==> src/core/wfx_pkg.sv <==
package wfx_pkg;
    // register indices; byte address is four times the index
    localparam logic [3:0] IDX_CTRL = 4'h0;
    localparam logic [3:0] IDX_FMASK = 4'h2;
    localparam logic [3:0] IDX_FCTRL = 4'h3;
    localparam logic [3:0] IDX_STATUS = 4'h4;
    localparam logic [3:0] IDX_DT_BOTH = 4'h6;
    localparam logic [3:0] IDX_DT_BOTH_BUF = 4'h7;
    localparam logic [3:0] IDX_DT_LOW = 4'h8;
    localparam logic [3:0] IDX_DT_HIGH = 4'h9;
    localparam logic [3:0] IDX_DT_LOW_BUF = 4'ha;
    localparam logic [3:0] IDX_DT_HIGH_BUF = 4'hb;
    localparam logic [3:0] IDX_OVR_EN = 4'hc;
    localparam logic [3:0] IDX_LOCK = 4'hd;
    localparam int ADDR_LSB = 2;
    localparam int ADDR_MSB = 5;

    // field positions
    localparam int CTRL_PGM_BIT = 5;
    localparam int CTRL_CWCM_BIT = 4;
    localparam int FCTRL_DBG_IGNORE_BIT = 4;
    localparam int FCTRL_MODE_BIT = 2;
    localparam int STAT_FAULT_BIT = 2;
    localparam int STAT_HIGH_VALID_BIT = 1;
    localparam int STAT_LOW_VALID_BIT = 0;

    // writable masks; reserved bits hold zero
    localparam logic [7:0] CTRL_MASK = 8'h3f;
    localparam logic [7:0] FCTRL_MASK = 8'h17;
    localparam logic [7:0] ZERO8 = 8'h00;
    localparam logic [3:0] ZERO4 = 4'h0;

    typedef enum logic [1:0] {
        WFX_ACT_NONE = 2'b00,
        WFX_ACT_CLEAR_OVR = 2'b01,
        WFX_ACT_RSVD = 2'b10,
        WFX_ACT_CLEAR_DIR = 2'b11
    } wfx_action_e;

    typedef enum logic [1:0] {
        WFX_ST_RUN = 2'b01,
        WFX_ST_FAULT = 2'b10
    } wfx_state_e;

    typedef struct packed {
        logic pattern_mode_enable;
        logic cwcm;
        logic [3:0] dt_ch_en;
    } wfx_ctrl_s;

    typedef struct packed {
        logic [7:0] low;
        logic [7:0] high;
    } wfx_deadtime_s;
endpackage : wfx_pkg

==> src/core/wfx_top.sv <==
`timescale 1ns/1ps
module wfx_top (
    input wire logic ref_clk,
    input wire logic rst,
    input wire logic ce,
    // apb slave
    input wire logic psel,
    input wire logic penable,
    input wire logic pwrite,
    input wire logic [31:0] paddr,
    input wire logic [31:0] pwdata,
    output logic [31:0] prdata,
    output logic pready,
    output logic pslverr,
    // timer and system side, same clock except debug break
    input wire logic [7:0] event_ch,
    input wire logic debug_break,
    input wire logic timer_update,
    input wire logic timer_update_lock,
    input wire logic [3:0] cc_wave,
    input wire logic [7:0] port_out,
    input wire logic [7:0] port_dir,
    // pin side
    output logic [7:0] pin_out,
    output logic [7:0] pin_dir,
    output logic fault_active
);
    // register state
    wfx_pkg::wfx_ctrl_s ctrl_r;
    logic lock_r;
    logic [7:0] fault_channel_mask_r;
    logic debug_break_ignore_r;
    logic restart_mode_select_r;
    wfx_pkg::wfx_action_e fault_action_select_r;
    logic fault_seen_flag_r;
    logic high_buffer_valid_r;
    logic low_buffer_valid_r;
    wfx_pkg::wfx_deadtime_s active_r;
    wfx_pkg::wfx_deadtime_s buffer_r;
    logic [7:0] output_override_enable_r;
    logic [7:0] dir_clear_r;
    wfx_pkg::wfx_state_e state_r;
    logic dbg_sync;
    logic [7:0] dt_pins;
    logic [7:0] ovr_restore;
    logic [7:0] dir_restore;
    logic [3:0] dt_wave;

    // apb decode
    logic [3:0] idx;
    logic wr_en;
    logic mapped;
    logic addr_ok;
    logic idx_hole;
    logic protect_on;
    logic fault_cond;
    logic fault_event;
    logic clear_flag;
    logic do_update;
    logic [7:0] wbyte;
    logic [7:0] rd_nxt;

    assign idx = paddr[wfx_pkg::ADDR_MSB:wfx_pkg::ADDR_LSB];
    assign wbyte = pwdata[7:0];
    // writes land only at the edge that completes the access phase, never twice
    assign wr_en = psel && penable && pwrite && pready && ce;
    // misaligned, out-of-range and hole addresses answer with an error and read zero
    assign addr_ok = (paddr[31:wfx_pkg::ADDR_MSB+1] == 26'h0) && (paddr[1:0] == 2'b00);
    assign idx_hole = (idx == 4'h1) || (idx == 4'h5) || (idx == 4'he) || (idx == 4'hf);
    assign mapped = addr_ok && !idx_hole;

    // debug break arrives from another domain; resynchronise it first
    wfx_sync #(.W(1)) u_dbg_sync (
        .ref_clk(ref_clk),
        .rst(rst),
        .ce(ce),
        .d(debug_break),
        .q(dbg_sync)
    );

    // action 00 and reserved 10 disable protection
    assign protect_on = (fault_action_select_r == wfx_pkg::WFX_ACT_CLEAR_OVR) ||
                        (fault_action_select_r == wfx_pkg::WFX_ACT_CLEAR_DIR);
    // fault condition: OR of enabled channels plus debug break
    assign fault_cond = protect_on && ((|(event_ch & fault_channel_mask_r)) ||
                        (dbg_sync && !debug_break_ignore_r));
    // events are levels: the flag re-arms every cycle they stay high, so a clear meanwhile is lost
    assign fault_event = fault_cond;
    assign clear_flag = wr_en && mapped && idx == wfx_pkg::IDX_STATUS && wbyte[wfx_pkg::STAT_FAULT_BIT];
    assign do_update = timer_update && !timer_update_lock;

    // control, lock and mask; lock freezes control and mask
    always_ff @(posedge ref_clk) begin
        if (rst) begin
            ctrl_r <= '0;
            lock_r <= 1'b0;
            fault_channel_mask_r <= wfx_pkg::ZERO8;
        end else if (wr_en && mapped) begin
            if (idx == wfx_pkg::IDX_LOCK) begin
                lock_r <= lock_r | wbyte[0]; // sticky until reset, as a lock should be
            end
            if (!lock_r && idx == wfx_pkg::IDX_CTRL) begin
                ctrl_r <= wbyte[5:0] & wfx_pkg::CTRL_MASK[5:0];
            end
            if (!lock_r && idx == wfx_pkg::IDX_FMASK) begin
                fault_channel_mask_r <= wbyte;
            end
        end
    end

    // fault control register
    always_ff @(posedge ref_clk) begin
        if (rst) begin
            debug_break_ignore_r <= 1'b0;
            restart_mode_select_r <= 1'b0;
            fault_action_select_r <= wfx_pkg::WFX_ACT_NONE;
        end else if (wr_en && mapped && idx == wfx_pkg::IDX_FCTRL) begin
            debug_break_ignore_r <= wbyte[wfx_pkg::FCTRL_DBG_IGNORE_BIT];
            restart_mode_select_r <= wbyte[wfx_pkg::FCTRL_MODE_BIT];
            fault_action_select_r <= wfx_pkg::wfx_action_e'(wbyte[1:0]);
        end
    end

    // fault flag: set wins over software clear, zero writes ignored
    always_ff @(posedge ref_clk) begin
        if (rst) begin
            fault_seen_flag_r <= 1'b0;
        end else if (ce) begin
            if (fault_event) begin
                fault_seen_flag_r <= 1'b1;
            end else if (clear_flag) begin
                fault_seen_flag_r <= 1'b0;
            end
        end
    end

    // fault state machine; exit waits for the timer update
    always_ff @(posedge ref_clk) begin
        if (rst) begin
            state_r <= wfx_pkg::WFX_ST_RUN;
        end else if (ce) begin
            unique case (state_r)
                wfx_pkg::WFX_ST_RUN: begin
                    if (fault_event) begin
                        state_r <= wfx_pkg::WFX_ST_FAULT;
                    end
                end
                wfx_pkg::WFX_ST_FAULT: begin
                    if (timer_update && !fault_cond) begin
                        if (restart_mode_select_r) begin
                            state_r <= wfx_pkg::WFX_ST_RUN;
                        end else if (!fault_seen_flag_r) begin
                            state_r <= wfx_pkg::WFX_ST_RUN;
                        end
                    end
                end
                default: state_r <= wfx_pkg::WFX_ST_FAULT;
            endcase
        end
    end

    // restore values: pattern uses low buffer, else pin pairs of enabled channels
    genvar g;
    generate
        for (g = 0; g < 4; g++) begin : g_pairs
            assign dt_pins[2*g] = ctrl_r.dt_ch_en[g];
            assign dt_pins[2*g+1] = ctrl_r.dt_ch_en[g];
            assign dt_wave[g] = ctrl_r.cwcm ? cc_wave[0] : cc_wave[g];
        end
    endgenerate
    assign ovr_restore = ctrl_r.pattern_mode_enable ? buffer_r.low : dt_pins;
    assign dir_restore = ctrl_r.pattern_mode_enable ? buffer_r.low : dt_pins;

    // override enable: write gated by flag and lock, cleared by fault, reloaded at update
    always_ff @(posedge ref_clk) begin
        if (rst) begin
            output_override_enable_r <= wfx_pkg::ZERO8;
        end else if (ce) begin
            if (fault_event && fault_action_select_r == wfx_pkg::WFX_ACT_CLEAR_OVR) begin
                output_override_enable_r <= wfx_pkg::ZERO8;
            end else if (state_r == wfx_pkg::WFX_ST_FAULT && timer_update && !fault_cond &&
                         (restart_mode_select_r || !fault_seen_flag_r) &&
                         fault_action_select_r == wfx_pkg::WFX_ACT_CLEAR_OVR) begin
                output_override_enable_r <= ovr_restore;
            end else if (wr_en && mapped && idx == wfx_pkg::IDX_OVR_EN && !fault_seen_flag_r && !lock_r) begin
                output_override_enable_r <= wbyte;
            end
        end
    end

    // direction clear mask: set on fault, released on exit from fault state
    always_ff @(posedge ref_clk) begin
        if (rst) begin
            dir_clear_r <= wfx_pkg::ZERO8;
        end else if (ce) begin
            if (fault_event && fault_action_select_r == wfx_pkg::WFX_ACT_CLEAR_DIR) begin
                dir_clear_r <= dir_restore;
            end else if (state_r == wfx_pkg::WFX_ST_RUN) begin
                dir_clear_r <= wfx_pkg::ZERO8;
            end
        end
    end

    // dead-time active and buffer registers with valid flags
    always_ff @(posedge ref_clk) begin
        if (rst) begin
            active_r <= '0;
            buffer_r <= '0;
            high_buffer_valid_r <= 1'b0;
            low_buffer_valid_r <= 1'b0;
        end else if (ce) begin
            if (do_update) begin
                if (low_buffer_valid_r) begin
                    active_r.low <= buffer_r.low;
                    low_buffer_valid_r <= 1'b0;
                end
                if (high_buffer_valid_r) begin
                    active_r.high <= buffer_r.high;
                    high_buffer_valid_r <= 1'b0;
                end
            end
            if (wr_en && mapped) begin
                unique case (idx)
                    wfx_pkg::IDX_DT_BOTH: active_r <= '{low: wbyte, high: wbyte};
                    wfx_pkg::IDX_DT_LOW: active_r.low <= wbyte;
                    wfx_pkg::IDX_DT_HIGH: active_r.high <= wbyte;
                    wfx_pkg::IDX_DT_BOTH_BUF: begin
                        buffer_r <= '{low: wbyte, high: wbyte};
                        low_buffer_valid_r <= 1'b1;
                        high_buffer_valid_r <= 1'b1;
                    end
                    wfx_pkg::IDX_DT_LOW_BUF: begin
                        buffer_r.low <= wbyte;
                        low_buffer_valid_r <= 1'b1;
                    end
                    wfx_pkg::IDX_DT_HIGH_BUF: begin
                        buffer_r.high <= wbyte;
                        high_buffer_valid_r <= 1'b1;
                    end
                    default: ;
                endcase
            end
        end
    end

    // four dead-time generators, one per compare channel
    logic [3:0] ls_w;
    logic [3:0] hs_w;
    generate
        for (g = 0; g < 4; g++) begin : g_dti
            wfx_dtgen u_dt (
                .ref_clk(ref_clk),
                .rst(rst),
                .ce(ce),
                .en(ctrl_r.dt_ch_en[g]),
                .wave(dt_wave[g]),
                .dt_low(active_r.low),
                .dt_high(active_r.high),
                .low_side(ls_w[g]),
                .high_side(hs_w[g])
            );
        end
    endgenerate

    // pin mux: override replaces output only; direction just gets fault clear
    logic [7:0] ovr_src;
    always_comb begin
        ovr_src = {hs_w[3], ls_w[3], hs_w[2], ls_w[2], hs_w[1], ls_w[1], hs_w[0], ls_w[0]};
        if (ctrl_r.pattern_mode_enable) begin
            ovr_src = {8{cc_wave[0]}}; // pattern: channel a waveform on every overridden pin
        end
    end

    // registered pins so nothing combinational reaches the port
    always_ff @(posedge ref_clk) begin
        if (rst) begin
            pin_out <= wfx_pkg::ZERO8;
            pin_dir <= wfx_pkg::ZERO8;
            fault_active <= 1'b0;
        end else if (ce) begin
            pin_out <= (ovr_src & output_override_enable_r) | (port_out & ~output_override_enable_r);
            pin_dir <= port_dir & ~dir_clear_r;
            fault_active <= state_r == wfx_pkg::WFX_ST_FAULT;
        end
    end

    // read mux; status upper bits are zero
    always_comb begin
        rd_nxt = wfx_pkg::ZERO8;
        unique case (idx)
            wfx_pkg::IDX_CTRL: rd_nxt = {2'b00, ctrl_r};
            wfx_pkg::IDX_FMASK: rd_nxt = fault_channel_mask_r;
            wfx_pkg::IDX_FCTRL: rd_nxt = {3'b000, debug_break_ignore_r, 1'b0, restart_mode_select_r,
                                          fault_action_select_r};
            wfx_pkg::IDX_STATUS: rd_nxt = {5'b00000, fault_seen_flag_r, high_buffer_valid_r,
                                           low_buffer_valid_r};
            wfx_pkg::IDX_DT_LOW: rd_nxt = active_r.low;
            wfx_pkg::IDX_DT_HIGH: rd_nxt = active_r.high;
            wfx_pkg::IDX_DT_LOW_BUF: rd_nxt = buffer_r.low;
            wfx_pkg::IDX_DT_HIGH_BUF: rd_nxt = buffer_r.high;
            wfx_pkg::IDX_OVR_EN: rd_nxt = output_override_enable_r;
            wfx_pkg::IDX_LOCK: rd_nxt = {7'h00, lock_r};
            default: rd_nxt = wfx_pkg::ZERO8;
        endcase
    end

    // apb answer: no wait state, ready pulses in the first access cycle
    always_ff @(posedge ref_clk) begin
        if (rst) begin
            pready <= 1'b0;
            prdata <= 32'h0;
            pslverr <= 1'b0;
        end else if (ce) begin
            pready <= psel && !penable;
            pslverr <= psel && !penable && !mapped;
            prdata <= (psel && !penable && !pwrite && mapped) ? {24'h0, rd_nxt} : 32'h0;
        end
    end
endmodule : wfx_top

==> src/core/wfx_sync.sv <==
`timescale 1ns/1ps
// two-flop synchroniser for pin-side levels
module wfx_sync #(
    parameter int W = 1
) (
    input wire logic ref_clk,
    input wire logic rst,
    input wire logic ce,
    input wire logic [W-1:0] d,
    output logic [W-1:0] q
);
    logic [W-1:0] meta_r;

    // first stage feeds only the second
    always_ff @(posedge ref_clk) begin
        if (rst) begin
            meta_r <= '0;
            q <= '0;
        end else if (ce) begin
            meta_r <= d;
            q <= meta_r;
        end
    end
endmodule : wfx_sync

==> src/core/wfx_dtgen.sv <==
`timescale 1ns/1ps
// one dead-time generator: counts off time after each waveform edge
module wfx_dtgen (
    input wire logic ref_clk,
    input wire logic rst,
    input wire logic ce,
    input wire logic en,
    input wire logic wave,
    input wire logic [7:0] dt_low,
    input wire logic [7:0] dt_high,
    output logic low_side,
    output logic high_side
);
    logic wave_d_r;
    logic [7:0] cnt_r;
    logic [7:0] cnt_nxt;

    // rising edge loads low-side count, falling edge high-side count
    always_comb begin
        cnt_nxt = cnt_r;
        if (wave && !wave_d_r) begin
            cnt_nxt = dt_low;
        end else if (!wave && wave_d_r) begin
            cnt_nxt = dt_high;
        end else if (cnt_r != wfx_pkg::ZERO8) begin
            cnt_nxt = cnt_r - 8'h01;
        end
    end

    always_ff @(posedge ref_clk) begin
        if (rst) begin
            wave_d_r <= 1'b0;
            cnt_r <= 8'h00;
            low_side <= 1'b0;
            high_side <= 1'b0;
        end else if (ce) begin
            wave_d_r <= wave;
            cnt_r <= cnt_nxt;
            // both sides off while the counter runs; bypass when disabled
            low_side <= en ? (wave && cnt_nxt == wfx_pkg::ZERO8) : wave;
            high_side <= en ? (!wave && cnt_nxt == wfx_pkg::ZERO8) : 1'b0;
        end
    end
endmodule : wfx_dtgen

==> config.mk <==
export PLATFORM = sky130hd
export DESIGN_NAME = wfx_top
export DESIGN_NICKNAME = d
export VERILOG_FILES = /design/src/core/wfx_pkg.sv /design/src/core/wfx_top.sv /design/src/core/wfx_sync.sv /design/src/core/wfx_dtgen.sv
export SDC_FILE = /design/constraint.sdc
export NUM_CORES = 1
export LEC_CHECK = 0
export BUFFER_PORTS_ARGS = -buffer_cell sky130_fd_sc_hd__buf_2
export CAP_MARGIN = 15
export CORE_ASPECT_RATIO = 1.4
export CORE_MARGIN = 8
export CORE_UTILIZATION = 40
export CTS_BUF_LIST = sky130_fd_sc_hd__clkbuf_16
export DETAILED_ROUTE_END_ITERATION = 7
export PLACE_DENSITY = 0.61
export REMOVE_ABC_BUFFERS = 1
export SLEW_MARGIN = 20
export SYNTH_ARGS = -nofsm -noshare
export SYNTH_HDL_FRONTEND = slang
export SYNTH_SLANG_ARGS = --single-unit
==> constraint.sdc <==
create_clock -name ref_clk -period 3 [get_ports ref_clk]
set_input_delay 0.3 -clock ref_clk [delete_from_list [all_inputs] [get_ports ref_clk]]
set_output_delay 0.3 -clock ref_clk [all_outputs]
set_load 0.01 [all_outputs]
**Word level (Yosys, flattened, before mapping)**

Cells that the tools add are included.

- Flip-flop bits (word level): 169
- Bits in latches: 0
- Bits in writable memories: 0
- Memory bits (read-only): 0
- Input bits: 101
- Output and inout port bits: 51
- Logic and storage cells: 223
- Memories kept: 0

- Add/sub/neg operators: 4
- $mul: 0
- Divide/modulo/power cells: 0
- $lt $le $gt $ge: 0
- Equality and inequality tests: 22
- Shift-type cells: 0
- Multiplexer cells: 51
- Bitwise gates (word level): 8
- Reductions and logical operators: 96

Operator list:

| cell | count |
|---|---|
| two-way mux 8 bit | 24 |
| case mux 8 bit (10 select lines) | 1 |
| logical AND 1 bit | 45 |
| AND 8 bit | 4 |
| equality test 4 bit (second input constant) | 8 |
| logical NOT 8 bit | 4 |
| two-way mux 16 bit | 2 |
| nonzero test 8 bit | 4 |
| subtractor 8 x 1 -> 8 bit (second input constant) | 4 |
| logical NOT 26 bit | 1 |
| two-way mux 1 bit | 19 |
| logical NOT 1 bit | 17 |
| equality test 4 x 3 -> 1 bit (second input constant) | 4 |
| inverter 8 bit | 2 |
| AND reduction 2 bit | 6 |
| equality test 4 x 2 -> 1 bit (second input constant) | 2 |
| two-way mux 2 bit | 4 |
| OR 8 bit | 1 |
| OR reduction 2 bit | 4 |
| OR reduction 8 bit | 1 |
| logical OR 1 bit | 6 |
| AND reduction 3 bit | 2 |
| equality test 2 x 1 -> 1 bit (second input constant) | 2 |
| equality test 2 bit (second input constant) | 2 |
| other kinds (10) | 12 |

**Logic depth before layout (Yosys ltp)**

Gate-level depths: netlist of run 1.

- Depth after elaboration: 13
- Mapped depth: 10
- Gate-level depth less buffers: 8

**Modules after synthesis**

Synthesis of run 1 repeated with hierarchy kept, for this count alone.

- Cell total of the unflattened synthesis: 1027
- Area total of the unflattened synthesis: 8665.8 µm²

Modules (own cells, without submodules):

| module | times used | cells each | area each (µm²) |
|---|---|---|---|
| wfx_top | 1 | 621 | 5465.2 |
| wfx_dtgen | 4 | 100 | 783.3 |
| wfx_sync | 1 | 6 | 67.6 |

**Worst setup path after synthesis of run 1**

No wires, ideal clock.

- Path kind: input to register
- Start: in paddr[22]
- End: reg active_r[0] (netlist bit)
- Setup time: 86 ps
- Data arrival time: 2448 ps
- Data required time: 2914 ps
- Setup slack: 466 ps
- Stages on the path: 7
- Cells stage by stage: or4_1 a211o_1 or3_1 buf_6 nor3_4 mux2_2 a211oi_1

- Word-level cells in the longest chain between the ends: 5

Ends and longest elaborated chain:

| item | RTL line | source |
|---|---|---|
| from (decl) | wfx_top.sv:10 | `input wire logic [31:0] paddr,` |
| logical NOT 26 bit | wfx_top.sv:68 | `assign addr_ok = (paddr[31:wfx_pkg::ADDR_MSB+1] == 26'h0) && (paddr[1:0] == 2'b00);` |
| logical AND 1 bit | wfx_top.sv:68 |  |
| logical AND 1 bit | wfx_top.sv:70 | `assign mapped = addr_ok && !idx_hole;` |
| logical AND 1 bit | wfx_top.sv:222 | `if (wr_en && mapped) begin` |
| two-way mux 16 bit | wfx_top.sv:222 |  |
| to (signal assigned) | wfx_top.sv:224 | `wfx_pkg::IDX_DT_BOTH: active_r <= '{low: wbyte, high: wbyte};` |
| to (decl) | wfx_top.sv:38 | `wfx_pkg::wfx_deadtime_s active_r;` |

Every way passes these cells.
A chain may end at the register's enable or synchronous reset.

**Worst setup path after layout of run 1**

- Start: reg g_dti[1].u_dt.cnt_r[2]
- End: reg g_dti[1].u_dt.low_side

- Word-level cells in the longest chain between the ends: 7

Ends and longest elaborated chain:

| item | RTL line | source |
|---|---|---|
| from (decl) | wfx_dtgen.sv:15 | `logic [7:0] cnt_r;` |
| from (signal assigned) | wfx_dtgen.sv:38 | `cnt_r <= cnt_nxt;` |
| subtractor 8 x 1 -> 8 bit or nonzero test 8 bit (tied branches) | wfx_dtgen.sv:26, wfx_dtgen.sv:25 |  |
| two-way mux 8 bit * | wfx_dtgen.sv:25 | `end else if (cnt_r != wfx_pkg::ZERO8) begin` |
| two-way mux 8 bit * | wfx_dtgen.sv:23 | `end else if (!wave && wave_d_r) begin` |
| two-way mux 8 bit * | wfx_dtgen.sv:21 | `if (wave && !wave_d_r) begin` |
| logical NOT 8 bit * | wfx_dtgen.sv:40 | `low_side <= en ? (wave && cnt_nxt == wfx_pkg::ZERO8) : wave;` |
| logical AND 1 bit * | wfx_dtgen.sv:40 |  |
| two-way mux 1 bit * | wfx_dtgen.sv:40 |  |
| to (signal assigned) | wfx_dtgen.sv:40 |  |
| to (decl) | wfx_dtgen.sv:11 | `output logic low_side,` |

Every way passes the cells marked *; elsewhere a longest branch is shown, timed or not.

==> results of run 1 <==
-- metrics by stage --
step / worst slack (ns) / cells / instance area [sq um] / total power, mW
floorplan: 0.378 / 993 / 8240 / 2.61
global placement: 0.246 / 1391 / 9340 / 2.93
detailed placement: 0.240 / 1391 / 9340 / 2.94
CTS: 0.417 / 1423 / 9930 / 5.09
global route: 0.246 / 1423 / 9930 / 5.28
finish: 0.416 / 1423 / 9930 / 5.07
-- final cells by class --
cell class | count | area, sq um | share of cell area
Clock buffer | 17 | 425 | 0.0428
Timing Repair Buffer | 134 | 766 | 0.0771
Sequential cell | 145 | 2900 | 0.292
Clock inverter | 15 | 163 | 0.0164
Tap cell | 264 | 330 | 0.0333
Inverter | 27 | 101 | 0.0102
Multi-Input combinational cell | 821 | 5240 | 0.528
-- state kept, by name (all words and copies together) (netlist names), 2 cells and up --
register and flops:
active_r 16, output_override_enable_r 8, g_dti.u_dt.high_side 4, dir_clear_r 8, buffer_r 16, fault_action_select_r 2, state_r 2, ctrl_r 6
pin_dir 8, fault_channel_mask_r 8, g_dti.u_dt.low_side 4, prdata 8, g_dti.u_dt.wave_d_r 4, g_dti.u_dt.cnt_r 32, pin_out 8
-- worst min-delay path by stage --
stage          depth (start not counted)                      end  slack, ns                     from
6_report                               3        u_dbg_sync.meta_r       0.09              debug_break
5_1_grt                                3        u_dbg_sync.meta_r       0.12              debug_break
4_1_cts                                3        u_dbg_sync.meta_r       0.09              debug_break
3_5_place_dp                           2  g_dti[2].u_dt.high_side       0.44  g_dti[2].u_dt.high_side
3_3_place_gp                           2  g_dti[2].u_dt.high_side       0.43  g_dti[2].u_dt.high_side
2_1_floorplan                          1              active_r[7]       0.37                      rst
-- power breakdown --
part	internal, mW	switching, mW	leakage, nW
logic	0.341	0.505	2.40
clock network	1.18	0.985	0.283
registers	1.99	0.0762	1.18
-- kinds of logic (layout without fill, tap and decap cells) --
family	Yosys count	in the layout	share of synthesized area
flops	145	145	0.333
mux	98	98	0.120
other cells	1	24	0.000431
compound gates	246	246	0.190
buf+inv	128	193	0.0749
xor+xnor	15	15	0.0151
simple gates	430	430	0.254
fa+ha+maj	8	8	0.0115
-- metal layers --
layer | vias to the layer above | global-route usage | wire length (um)
met1 | 3953 | 0.237 | 11400
li1 | 4020 | - | -
met5 | - | 0 | 0
met4 | 0 | 0.112 | 1200
met2 | 279 | 0.379 | 14600
met3 | 66 | 0.0366 | 1420
-- layout by cell type (no fill, tap or decap), types with 12 or more instances in the layout --
| cell type | count |
|---|---|
| sky130_fd_sc_hd__nor2_1 | 146 |
| sky130_fd_sc_hd__dfxtp_1 | 145 |
| sky130_fd_sc_hd__a211oi_1 | 33 |
| sky130_fd_sc_hd__nor3b_1 | 16 |
| sky130_fd_sc_hd__mux2_2 | 22 |
| sky130_fd_sc_hd__nor4_1 | 20 |
| sky130_fd_sc_hd__buf_2 | 101 |
| sky130_fd_sc_hd__conb_1 | 24 |
| sky130_fd_sc_hd__inv_1 | 27 |
| sky130_fd_sc_hd__nand2b_1 | 12 |
| sky130_fd_sc_hd__nor2b_1 | 18 |
| sky130_fd_sc_hd__nand2_1 | 73 |
| sky130_fd_sc_hd__nand3_1 | 33 |
| sky130_fd_sc_hd__a22oi_1 | 17 |
| sky130_fd_sc_hd__a21oi_1 | 64 |
| sky130_fd_sc_hd__o311ai_0 | 12 |
| sky130_fd_sc_hd__xnor2_1 | 12 |
| sky130_fd_sc_hd__nor3_1 | 27 |
| sky130_fd_sc_hd__clkbuf_16 | 17 |
| sky130_fd_sc_hd__buf_4 | 32 |
| sky130_fd_sc_hd__nand4_1 | 16 |
| sky130_fd_sc_hd__o21ai_0 | 38 |
| sky130_fd_sc_hd__mux2i_1 | 72 |
-- worst max-delay path: cells and delay by family (launching register included) --
| family | cells | cell delay [ns] |
|---|---|---|
| DFF | 1 | 0.36 |
| and+or+nand+nor | 4 | 1.55 |
| AOI/OAI and AO/OA | 2 | 0.59 |
-- synthesized netlist by cell type, types with 16 or more instances --
master	instances
sky130_fd_sc_hd__o21ai_0	38
sky130_fd_sc_hd__inv_1	27
sky130_fd_sc_hd__nor3_1	27
sky130_fd_sc_hd__nand2_1	73
sky130_fd_sc_hd__nor2b_1	18
sky130_fd_sc_hd__a21oi_1	64
sky130_fd_sc_hd__dfxtp_1	145
sky130_fd_sc_hd__a211oi_1	33
sky130_fd_sc_hd__a22oi_1	17
sky130_fd_sc_hd__mux2_2	22
sky130_fd_sc_hd__nand4_1	16
sky130_fd_sc_hd__mux2i_1	73
sky130_fd_sc_hd__nor3b_1	16
sky130_fd_sc_hd__nor2_1	146
sky130_fd_sc_hd__nor4_1	20
sky130_fd_sc_hd__nand3_1	33
sky130_fd_sc_hd__clkbuf_1	55
sky130_fd_sc_hd__buf_4	26
==> impl_summary.txt, run 1 <==
----------------------------------------------------
[Placement]
  Detailed placement HPWL ... 21.0 mm
  Routability cong. ... 0.969
  Port Buf Inserts ... 103

[CTS]
  Number of buffers inserted by post-CTS setup repair ... 0
  CTS tree ... done
  Post-cts repair resize count ... 0
  CTS Buffer Depth ... 2
  H-tree level count ... 4
  Clock latency on the worst-skew pair ... 0.44 ns
  Number of buffers added by the clock tree synthesis step ... 17
  Cell at the root of the clock tree ... sky130_fd_sc_hd__clkbuf_16
  Clock sink count ... 145
  Clock Pin Slew Worst Setup and Hold Paths ... 0.07 ns
  CTS Hold Buffers Added ... 0

[Route]
  Antenna-violating nets left ... 0
  Number of design rule violations left after detail routing ... 0
  Routed wire length ... 28.7 mm
  Via Count ... 8318
  First-pass DRT Iterations ... 7
  Post-DR wirelength/cell ... 20.1 um
  Number of violations reported at the end of detailed-routing iteration 0 ... 628
  Via density ... 5.85

[Worst setup path]
  Arrival @ worst endpoint ... 2.93 ns
  Required time worst endpoint ... 3.34 ns
  Crit Path Max Fanout ... 6
  Slack of the worst reg-to-reg path ... 0.42 ns
  Critical Path Max Stage Delay ... 0.58 ns
  Startpoint of the most critical setup path ... g_dti[1].u_dt.cnt_r[2]
  End of the worst register-to-register path ... g_dti[1].u_dt.low_side
  Critical Path Start Type ... register
  Crit path cell chain ... or4_1 -> nor3_1 -> o311ai_0 -> nor4_1 -> nand4_1 -> a221oi_1
  Cell depth of the worst flop-to-flop path ... 6
  Worst setup EP type ... register
  Reg-to-reg critical path startpoint ... g_dti[1].u_dt.cnt_r[2]
  Critical path class ... reg -> reg
  End point of the critical path ... g_dti[1].u_dt.low_side
  Slowest CP cell ... sky130_fd_sc_hd__or4_1

[Logic synthesis]
  Proportion of synthesized chip area in sequential cells ... 0.333
  Synth Warn # ... 0
  Portion of synthesized cell area occupied by the leading cell type ... 0.333
  Number of synthesized register bits ... 145
  Count of mapped cells out of synthesis ... 1071
  Mean instance size in the synthesized netlist ... 8.13 sq um
  Synth cell types ... 77
  Area contributors post-synth ... sky130_fd_sc_hd__dfxtp_1 33%, sky130_fd_sc_hd__mux2i_1 8.4%, sky130_fd_sc_hd__nor2_1 6.3%
  Most used DFF post-synth ... sky130_fd_sc_hd__dfxtp_1
  Post-synth ARST share ... 0
  Post-Syn Area ... 8710 sq um
  Cell type contributing the most total cell area after synthesis ... sky130_fd_sc_hd__dfxtp_1
  Number of enable-type register cells in the synthesized netlist ... 0

[Timing]
  Layout Skew ... 0.0113 ns
  Slew of the pin with the lowest slew margin ... 0.916 ns
  Final count of hold timing violations ... 0
  Min Tclk post-route ... 2.58 ns
  Worst slew margin ... 0.382
  Part of the cycle the worst path needs ... 0.861
  Worst hold slack ... 0.0937 ns
  Setup TNS ... 0 ns
  Max frequency ... 387 MHz
  Unrepaired setup endpoints after global routing ... no
  Number of pins exceeding their max-slew limit in the final report ... 0
  Total of endpoints with negative setup slack in the final report ... 0

[Run status]
  Run status ... finished clean

[Pwr]
  Pwr per Cell Area ... 511 nW/um^2
  Peak ir drop on the vdd network ... 362 uV
  Static leakage ... 3.86 nW

[Global routing]
  GR Util All Layers ... 0.212
  Total congestion overflow after global routing ... 0
  Wire length of the first global-routing pass ... 45.0 mm
  Pin count of the biggest net entering global routing ... 62
  Number of antenna violations at the first check in global routing ... 0
  Number of global-route vias before repair ... 8087

[Final layout]
  Fraction of final layout cells sized beyond drive strength 1 ... 0.187
  Number of antenna repair diodes ... 0
  Final standard cell utilization of the core ... 0.459
  # fillers ... 2186
  Final layout net count ... 1255
  Area growth from synthesis to layout ... 14.1%

[Floorplan]
  Initial core utilization ... 0.403
  Core Rows ... 64
  Vertical extent of the die ... 191 um
  Area of the core region ... 21600 sq um
  Total Die Area ... 26800 sq um
  IO Pins ... 152
  Floorplan die width ... 141 um

[Flow run]
  Max-cap violations ... 0

[Min path]
  Class of the tightest hold or removal check ... in -> reg

----------------------------------------------------
(Power assumes the default switching activity.)
==> inputs of run 2 (changes only) <==
--- a/config.mk
+++ b/config.mk
@@ -17,4 +17,5 @@
 export SLEW_MARGIN = 20
 export SYNTH_ARGS = -nofsm -noshare
 export SYNTH_HDL_FRONTEND = slang
+export SYNTH_HIERARCHICAL = 1
 export SYNTH_SLANG_ARGS = --single-unit
==> run 2 against run 1 <==
Worst setup slack worse by 0.18 ns. Final cell count is 3.2% lower. Critical endpoint is now g_dti[3].u_dt/high_side. Non-clock buffer count is 13 lower. Largest power group unchanged. Clock skew is 0.0043 ns higher. Clock-buffer cell count stayed put. Total power is 0.10% lower. Via count is 3.9% lower. Hold slack better by 0.017 ns. Design area is 0.10% higher. Critical path type unchanged. Wire length is 3.0% lower. Utilization is 0.95 points higher.
==> impl_summary.txt, run 2 <==
----------------------------------------------------
[Timing]
  Final count of hold timing violations ... 0 (unchanged)
  Layout Skew ... 0.0156 ns (+0.00433 ns)
  Worst slew margin ... 0.368 (-0.0135)
  Max frequency ... 362 MHz (-6.4%)
  Part of the cycle the worst path needs ... 0.921 (+0.0594)
  Slew of the pin with the lowest slew margin ... 0.938 ns (+0.0220 ns)
  Min Tclk post-route ... 2.76 ns (+0.178 ns)
  Unrepaired setup endpoints after global routing ... no
  Total of endpoints with negative setup slack in the final report ... 0 (unchanged)
  Number of pins exceeding their max-slew limit in the final report ... 0 (unchanged)
  Worst Slack Setup Final ... 0.238 ns (-0.178 ns)
  Setup TNS ... 0 ns (unchanged)

[Flow run]
  Max-cap violations ... 0 (unchanged)

[Logic synthesis]
  Number of enable-type register cells in the synthesized netlist ... 0 (unchanged)
  Most numerous cell types in the synthesized netlist ... 145 x sky130_fd_sc_hd__dfxtp_1, 107 x sky130_fd_sc_hd__nor2_1, 70 x sky130_fd_sc_hd__nand2_1, 63 x sky130_fd_sc_hd__a21oi_1, 49 x sky130_fd_sc_hd__mux2i_1
  Post-Syn Area ... 8670 sq um (-0.46%)
  Number of synthesized register bits ... 145 (unchanged)
  Proportion of synthesized chip area in sequential cells ... 0.335 (+0.00154)
  Mean instance size in the synthesized netlist ... 8.44 sq um (+3.8%)
  Synth Warn # ... 6 (+6)
  Post-synth ARST share ... 0 (unchanged)
  Synth cell types ... 77 (unchanged)
  Area contributors post-synth ... sky130_fd_sc_hd__dfxtp_1 33%, sky130_fd_sc_hd__mux2i_1 5.7%, sky130_fd_sc_hd__nor2_1 4.6%
  Portion of synthesized cell area occupied by the leading cell type ... 0.335 (+0.00154)
  Most used DFF post-synth ... sky130_fd_sc_hd__dfxtp_1
  Top-count cell post-synth ... sky130_fd_sc_hd__dfxtp_1
  Cell type contributing the most total cell area after synthesis ... sky130_fd_sc_hd__dfxtp_1
  Count of mapped cells out of synthesis ... 1027 (-4.1%)

[Route]
  Met3 WL post-DR ... 1.47 mm (+3.4%)
  Routed length on met1 ... 10.8 mm (-5.2%)
  Number of violations reported at the end of detailed-routing iteration 0 ... 575 (-8.4%)
  Routed met2 length ... 14.1 mm (-3.3%)
  Via Count ... 7996 (-3.9%)
  Max Used Layer ... met4
  Post-DR wirelength/cell ... 20.2 um (+0.26%)
  Routed wire length ... 27.8 mm (-3.0%)
  First-pass DRT Iterations ... 7 (unchanged)
  Number of design rule violations left after detail routing ... 0 (unchanged)
  Via density ... 5.81 (-0.66%)
  Antenna-violating nets left ... 0 (unchanged)

[Final layout]
  Design area ... 9940 sq um (+0.10%)
  Number of antenna repair diodes ... 0 (unchanged)
  Commonest cells after routing, fill and taps aside ... 145 x sky130_fd_sc_hd__dfxtp_1, 107 x sky130_fd_sc_hd__nor2_1, 101 x sky130_fd_sc_hd__buf_2
  Fin cells ... 1377 (-3.2%)
  Max FFs per register ... 32 (unchanged)
  Most frequent standard cell in the layout excluding fill and tap cells ... sky130_fd_sc_hd__dfxtp_1
  Final standard cell utilization of the core ... 0.469 (+0.00950)
  Leading registers by flop count ... g_dti.u_dt/cnt_r x32, active_r x16, buffer_r x16
  Fraction of final layout cells sized beyond drive strength 1 ... 0.195 (+0.00794)
  Final layout net count ... 1213 (-3.3%)
  Area growth from synthesis to layout ... 14.7%
  Register ranked first by flip-flop count ... g_dti.u_dt/cnt_r

[Worst setup path]
  Reg-to-reg critical path startpoint ... ctrl_r[4]
  Required time worst endpoint ... 3.38 ns (+0.04 ns)
  Critical path class ... reg -> reg
  Worst setup EP type ... register
  Startpoint of the most critical setup path ... ctrl_r[4]
  Arrival @ worst endpoint ... 3.14 ns (+0.21 ns)
  Critical Path Start Type ... register
  Crit Path Max Fanout ... 8 (+2)

[Floorplan]
  Total Die Area ... 26700 sq um (-0.42%)
  Area of the core region ... 21200 sq um (-1.9%)
  Core Rows ... 63 (-1.6%)
  Initial core utilization ... 0.409 (+0.00602)
  IO Pins ... 152 (unchanged)
  Floorplan die width ... 140 um (-0.21%)
  Vertical extent of the die ... 190 um (-0.21%)

[CTS]
  H-tree level count ... 4 (unchanged)
  Clock latency on the worst-skew pair ... 0.44 ns (about the same)
  Number of buffers inserted by post-CTS setup repair ... 0 (unchanged)
  Number of buffers added by the clock tree synthesis step ... 17 (unchanged)
  CTS tree ... done
  CTS Hold Buffers Added ... 0 (unchanged)
  Cell at the root of the clock tree ... sky130_fd_sc_hd__clkbuf_16
  Clock Pin Slew Worst Setup and Hold Paths ... 0.08 ns (about the same)
  Clock sink count ... 145 (unchanged)
  CTS Buffer Depth ... 2 (unchanged)
  Post-cts repair resize count ... 0 (unchanged)

[Placement]
  Port Buf Inserts ... 103 (unchanged)
  Detailed placement HPWL ... 20.5 mm (-2.3%)
  Placed instance count ... 1345 (-3.3%)
  Routability cong. ... 0.936 (-3.4%)
  Place WS ... 0.317 ns (+0.0771 ns)
  Placement Cell Area ... 9300 sq um (-0.42%)

[Global routing]
  Total congestion overflow after global routing ... 0 (unchanged)
  Number of antenna violations at the first check in global routing ... 0 (unchanged)
  GR Util All Layers ... 0.209 (-0.00388)
  Number of global-route vias before repair ... 7928 (-2.0%)
  Pin count of the biggest net entering global routing ... 83 (+34%)
  Wire length of the first global-routing pass ... 43.7 mm (-2.7%)

[Pwr]
  Static leakage ... 4.02 nW (+4.1%)
  Peak ir drop on the vdd network ... 450 uV (+25%)
  Pwr per Cell Area ... 510 nW/um^2 (-0.20%)

[Min path]
  Startpoint of the tightest hold check path ... debug_break
  Class of the tightest hold or removal check ... in -> reg

[Run status]
  Run status ... finished clean

----------------------------------------------------
-- run 2: cell count changes after synthesis, moves of 10 or more --
cell                       change
sky130_fd_sc_hd__a22oi_1      +14
sky130_fd_sc_hd__inv_1        +16
sky130_fd_sc_hd__mux2i_1      -24
sky130_fd_sc_hd__nand3_1      -10
sky130_fd_sc_hd__nand3b_1     -10
sky130_fd_sc_hd__nor2_1       -39
sky130_fd_sc_hd__nor4_1       -14
sky130_fd_sc_hd__o21ai_0      -13
sky130_fd_sc_hd__o22ai_1      +13
sky130_fd_sc_hd__o311ai_0     -12
sky130_fd_sc_hd__xnor2_1      +12
-- run 2: where the power goes --
group	internal (mW)	switching, mW	leakage, nW
logic	0.339	0.464	2.54
registers	1.98	0.0659	1.18
clock network	1.15	1.07	0.304
total	3.47	1.60	4.02
-- run 2: worst max-delay path, cell delays in order, from the launching register on --
cell	delay, ns
sky130_fd_sc_hd__dfxtp_1	0.39
sky130_fd_sc_hd__o21ai_0	0.78
sky130_fd_sc_hd__nor2b_1	0.31
sky130_fd_sc_hd__a221oi_1	0.36
sky130_fd_sc_hd__o21a_1	0.19
sky130_fd_sc_hd__nor2b_1	0.13
sky130_fd_sc_hd__nand4_1	0.13
sky130_fd_sc_hd__nor3_2	0.27
sky130_fd_sc_hd__a31o_1	0.17
-- run 2: cell type report --
cell class / instances / area (sq um)
fillers: 2094 / 11300
multi-input cells: 774 / 5240
flip-flops and latches: 145 / 2900
repair buffers: 121 / 668
clock buffers: 17 / 425
well taps: 260 / 325
clock inverters: 15 / 211
inverters: 45 / 169
-- run 2: metrics by stage --
step	total power [mW]	hold slack (ns)
CTS	5.10	0.0988
global placement	2.88	0.447
global route	5.27	0.121
floorplan	2.60	0.365
finish	5.07	0.111
detailed placement	2.89	0.448
-- run 2: cell families after synthesis --
family | synth area share
AOI/OAI and AO/OA | 0.226
muxes | 0.101
xor gates and xnor gates | 0.0283
adders and majority gates | 0.0116
DFF | 0.335
other | 0.000433
buffers and inverters | 0.0706
and+or+nand+nor | 0.227
-- run 2: path summary, 6_finish.rpt --
kind                                   to  slack, ns  cells past startpoint
setup reg to reg  g_dti[3].u_dt/high_side       0.24                      8
hold / removal          u_dbg_sync/meta_r       0.11                      3
setup / recovery  g_dti[3].u_dt/high_side       0.24                      8
hold reg to reg                pin_dir[6]       0.47                      2
-- run 2: layer usage --
| metal | vias up | GRT usage |
|---|---|---|
| met5 | - | 0 |
| met3 | 74 | 0.0406 |
| met1 | 3796 | 0.227 |
| met2 | 253 | 0.371 |
| met4 | 0 | 0.119 |
| li1 | 3873 | - |
==> inputs of run 3 (changes only) <==
--- a/config.mk
+++ b/config.mk
@@ -5,14 +5,14 @@
 export SDC_FILE = /design/constraint.sdc
 export NUM_CORES = 1
 export LEC_CHECK = 0
-export BUFFER_PORTS_ARGS = -buffer_cell sky130_fd_sc_hd__buf_2
 export CAP_MARGIN = 15
 export CORE_ASPECT_RATIO = 1.4
 export CORE_MARGIN = 8
 export CORE_UTILIZATION = 40
 export CTS_BUF_LIST = sky130_fd_sc_hd__clkbuf_16
 export DETAILED_ROUTE_END_ITERATION = 7
-export PLACE_DENSITY = 0.61
+export DONT_BUFFER_PORTS = 1
+export PLACE_DENSITY = 0.55
 export REMOVE_ABC_BUFFERS = 1
 export SLEW_MARGIN = 20
 export SYNTH_ARGS = -nofsm -noshare
==> run 3 against run 2 <==
Sequential share of layout area up 1.7 points. Critical endpoint unchanged. Non-clock buffer count down 104. Clock skew down 0.0043 ns. Highest routed layer unchanged. Hold slack worse by 0.094 ns. Final cell count down 7.6%.
==> impl_summary.txt, run 3 (synthesis gave the netlist of run 2 again) <==
----------------------------------------------------
[Run status]
  Run status ... finished clean

[Worst setup path]
  Required time worst endpoint ... 3.38 ns (about the same)
  Worst setup EP type ... register
  Crit Path Max Fanout ... 8 (unchanged)
  End of the worst register-to-register path ... g_dti[3].u_dt/high_side
  Slack of the worst reg-to-reg path ... 0.35 ns (+0.11 ns)
  Slowest CP cell ... sky130_fd_sc_hd__o21ai_0
  Crit path cell chain ... o21ai_0 -> xnor2_1 -> o21ai_1 -> o21a_1 -> nor2b_1 -> nand4_1 -> nor3_2 -> a31o_1
  Cell depth of the worst flop-to-flop path ... 8 (unchanged)
  End point of the critical path ... g_dti[3].u_dt/high_side
  Reg-to-reg critical path startpoint ... ctrl_r[4]
  Critical Path Start Type ... register
  Arrival @ worst endpoint ... 3.03 ns (-0.11 ns)
  Startpoint of the most critical setup path ... ctrl_r[4]
  Critical Path Max Stage Delay ... 0.78 ns (about the same)
  Critical path class ... reg -> reg

[CTS]
  Clock Pin Slew Worst Setup and Hold Paths ... 0.07 ns (about the same)
  CTS Buffer Depth ... 2 (unchanged)
  Clock sink count ... 145 (unchanged)
  Number of buffers inserted by post-CTS setup repair ... 0 (unchanged)
  H-tree level count ... 4 (unchanged)
  Number of buffers added by the clock tree synthesis step ... 17 (unchanged)
  Cell at the root of the clock tree ... sky130_fd_sc_hd__clkbuf_16
  CTS tree ... done
  Clock latency on the worst-skew pair ... 0.43 ns (about the same)

[Timing]
  Final count of hold timing violations ... 0 (unchanged)
  Total of endpoints with negative setup slack in the final report ... 0 (unchanged)
  Worst Slack Setup Final ... 0.350 ns (+0.112 ns)
  Max frequency ... 377 MHz (+4.2%)
  Number of pins exceeding their max-slew limit in the final report ... 0 (unchanged)
  Layout Skew ... 0.0113 ns (-0.00433 ns)
  Unrepaired setup endpoints after global routing ... no
  Min Tclk post-route ... 2.65 ns (-0.112 ns)
  Worst hold slack ... 0.0165 ns (-0.0942 ns)
  Slew of the pin with the lowest slew margin ... 0.941 ns (+0.00334 ns)
  Part of the cycle the worst path needs ... 0.883 (-0.0373)
  Setup TNS ... 0 ns (unchanged)
  Worst slew margin ... 0.366 (-0.00225)

[Global routing]
  Total congestion overflow after global routing ... 0 (unchanged)
  Number of antenna violations at the first check in global routing ... 0 (unchanged)
  Number of global-route vias before repair ... 7748 (-2.3%)
  Wire length of the first global-routing pass ... 45.0 mm (+2.9%)
  Pin count of the biggest net entering global routing ... 100 (+20%)
  GR Util All Layers ... 0.217 (+0.00867)

[Final layout]
  Final layout net count ... 1109 (-8.6%)
  Area growth from synthesis to layout ... 8.55%
  Design area ... 9410 sq um (-5.4%)
  Max FFs per register ... 32 (unchanged)
  Combined area of the multi-input logic cells ... 5240 sq um (unchanged)
  # fillers ... 2090 (-0.19%)
  Leading registers by flop count ... g_dti.u_dt/cnt_r x32, active_r x16, buffer_r x16
  Final standard cell utilization of the core ... 0.444 (-0.0251)
  Sequential Area ... 2900 sq um (unchanged)
  Register ranked first by flip-flop count ... g_dti.u_dt/cnt_r
  Most frequent standard cell in the layout excluding fill and tap cells ... sky130_fd_sc_hd__dfxtp_1
  Number of antenna repair diodes ... 0 (unchanged)
  Commonest cells after routing, fill and taps aside ... 145 x sky130_fd_sc_hd__dfxtp_1, 107 x sky130_fd_sc_hd__nor2_1, 70 x sky130_fd_sc_hd__nand2_1
  Fin cells ... 1273 (-7.6%)
  Fraction of final layout cells sized beyond drive strength 1 ... 0.110 (-0.0856)

[Route]
  Number of violations reported at the end of detailed-routing iteration 0 ... 554 (-3.7%)
  Via Count ... 7585 (-5.1%)
  First-pass DRT Iterations ... 5 (-2)
  Number of design rule violations left after detail routing ... 0 (unchanged)
  Via density ... 5.96 (+2.6%)
  Post-DR wirelength/cell ... 22.8 um (+13%)
  Routed wire length ... 29.0 mm (+4.4%)
  Antenna-violating nets left ... 0 (unchanged)

[Pwr]
  Peak ir drop on the vdd network ... 440 uV (-2.2%)
  Comb power frac ... 0.138 (-0.020)
  Total Power ... 4.92 mW (-3.0%)
  Relative contribution of sequential cells to total power ... 0.419 (+0.015)
  Pwr per Cell Area ... 523 nW/um^2 (+2.5%)
  Cell internal power dissipation ... 3.41 mW (-1.6%)
  Static leakage ... 3.57 nW (-11%)
  Switching Power ... 1.50 mW (-6.1%)
  Share of total power in the clock network ... 0.443 (+0.006)
  Switch share ... 0.305 (-0.0101)

[Floorplan]
  Initial core utilization ... 0.409 (unchanged)
  Floorplan die width ... 140 um (unchanged)
  Total Die Area ... 26700 sq um (unchanged)
  Area of the core region ... 21200 sq um (unchanged)
  Vertical extent of the die ... 190 um (unchanged)
  Core Rows ... 63 (unchanged)
  IO Pins ... 152 (unchanged)

[Placement]
  Routability cong. ... 0.869 (-7.2%)
  Port Buf Inserts ... 0 (-100%)
  Placed instance count ... 1236 (-8.1%)
  Place WS ... 0.267 ns (-0.0498 ns)
  Detailed placement HPWL ... 20.1 mm (-2.1%)
  Placement Cell Area ... 8720 sq um (-6.2%)

[Flow run]
  Max-cap violations ... 0 (unchanged)

[Min path]
  Class of the tightest hold or removal check ... in -> reg
  Startpoint of the tightest hold check path ... ce

----------------------------------------------------
[run 3: changes by cell type in the layout (fill, tap and decap cells not counted), sizes merged]
cell and change:
dlygate4sd3 +3, buf -107
[run 3: how the worst min path moves through the flow]
stage	endpoint	slack (ns)	cells past startpoint
global route	pin_dir[0]	0.009	2
floorplan	active_r[13]	0.36	1
CTS	ctrl_r[5]	0.003	2
global placement	pin_dir[4]	0.38	1
detailed placement	pin_dir[6]	0.38	1
finish	pin_dir[5]	0.02	2
[run 3: cell type report]
class / instances / area share
repair buffers: 17 / 0.0162
well taps: 260 / 0.0346
flip-flops and latches: 145 / 0.309
clock buffers: 17 / 0.0452
clock inverters: 15 / 0.0206
multi-input cells: 774 / 0.557
inverters: 45 / 0.0180
[run 3: timing repair]
| action | 4_1_cts | 5_1_grt |
|---|---|---|
| hold endpoints to repair | 99 | 0 |
| hold buffers | 5 | 0 |
| endpoints found under the setup margin | 0 | 2 |
| resized for setup | 0 | 1 |
[run 3: per-layer routing]
layer	GRT usage	up-vias	part of all wire
met5	0	-	0
met3	0.0487	56	0.058
li1	-	3672	-
met1	0.231	3621	0.39
met2	0.403	236	0.52
met4	0.0951	0	0.036
[run 3: critical path: cells and delay by family, from the launching register on]
| family | cells | cell delay (ns) |
|---|---|---|
| DFF | 1 | 0.39 |
| AOI/OAI and AO/OA | 4 | 1.43 |
| xor gates and xnor gates | 1 | 0.24 |
| and+or+nand+nor | 3 | 0.54 |
[run 3: power groups by stage]
stage	Clock [mW]	Combinational, mW	Sequential, mW
detailed placement	0	0.632	2.10
floorplan	0	0.520	2.08
global placement	0	0.629	2.10
CTS	2.21	0.677	2.06
finish	2.18	0.678	2.06
global route	2.29	0.757	2.07
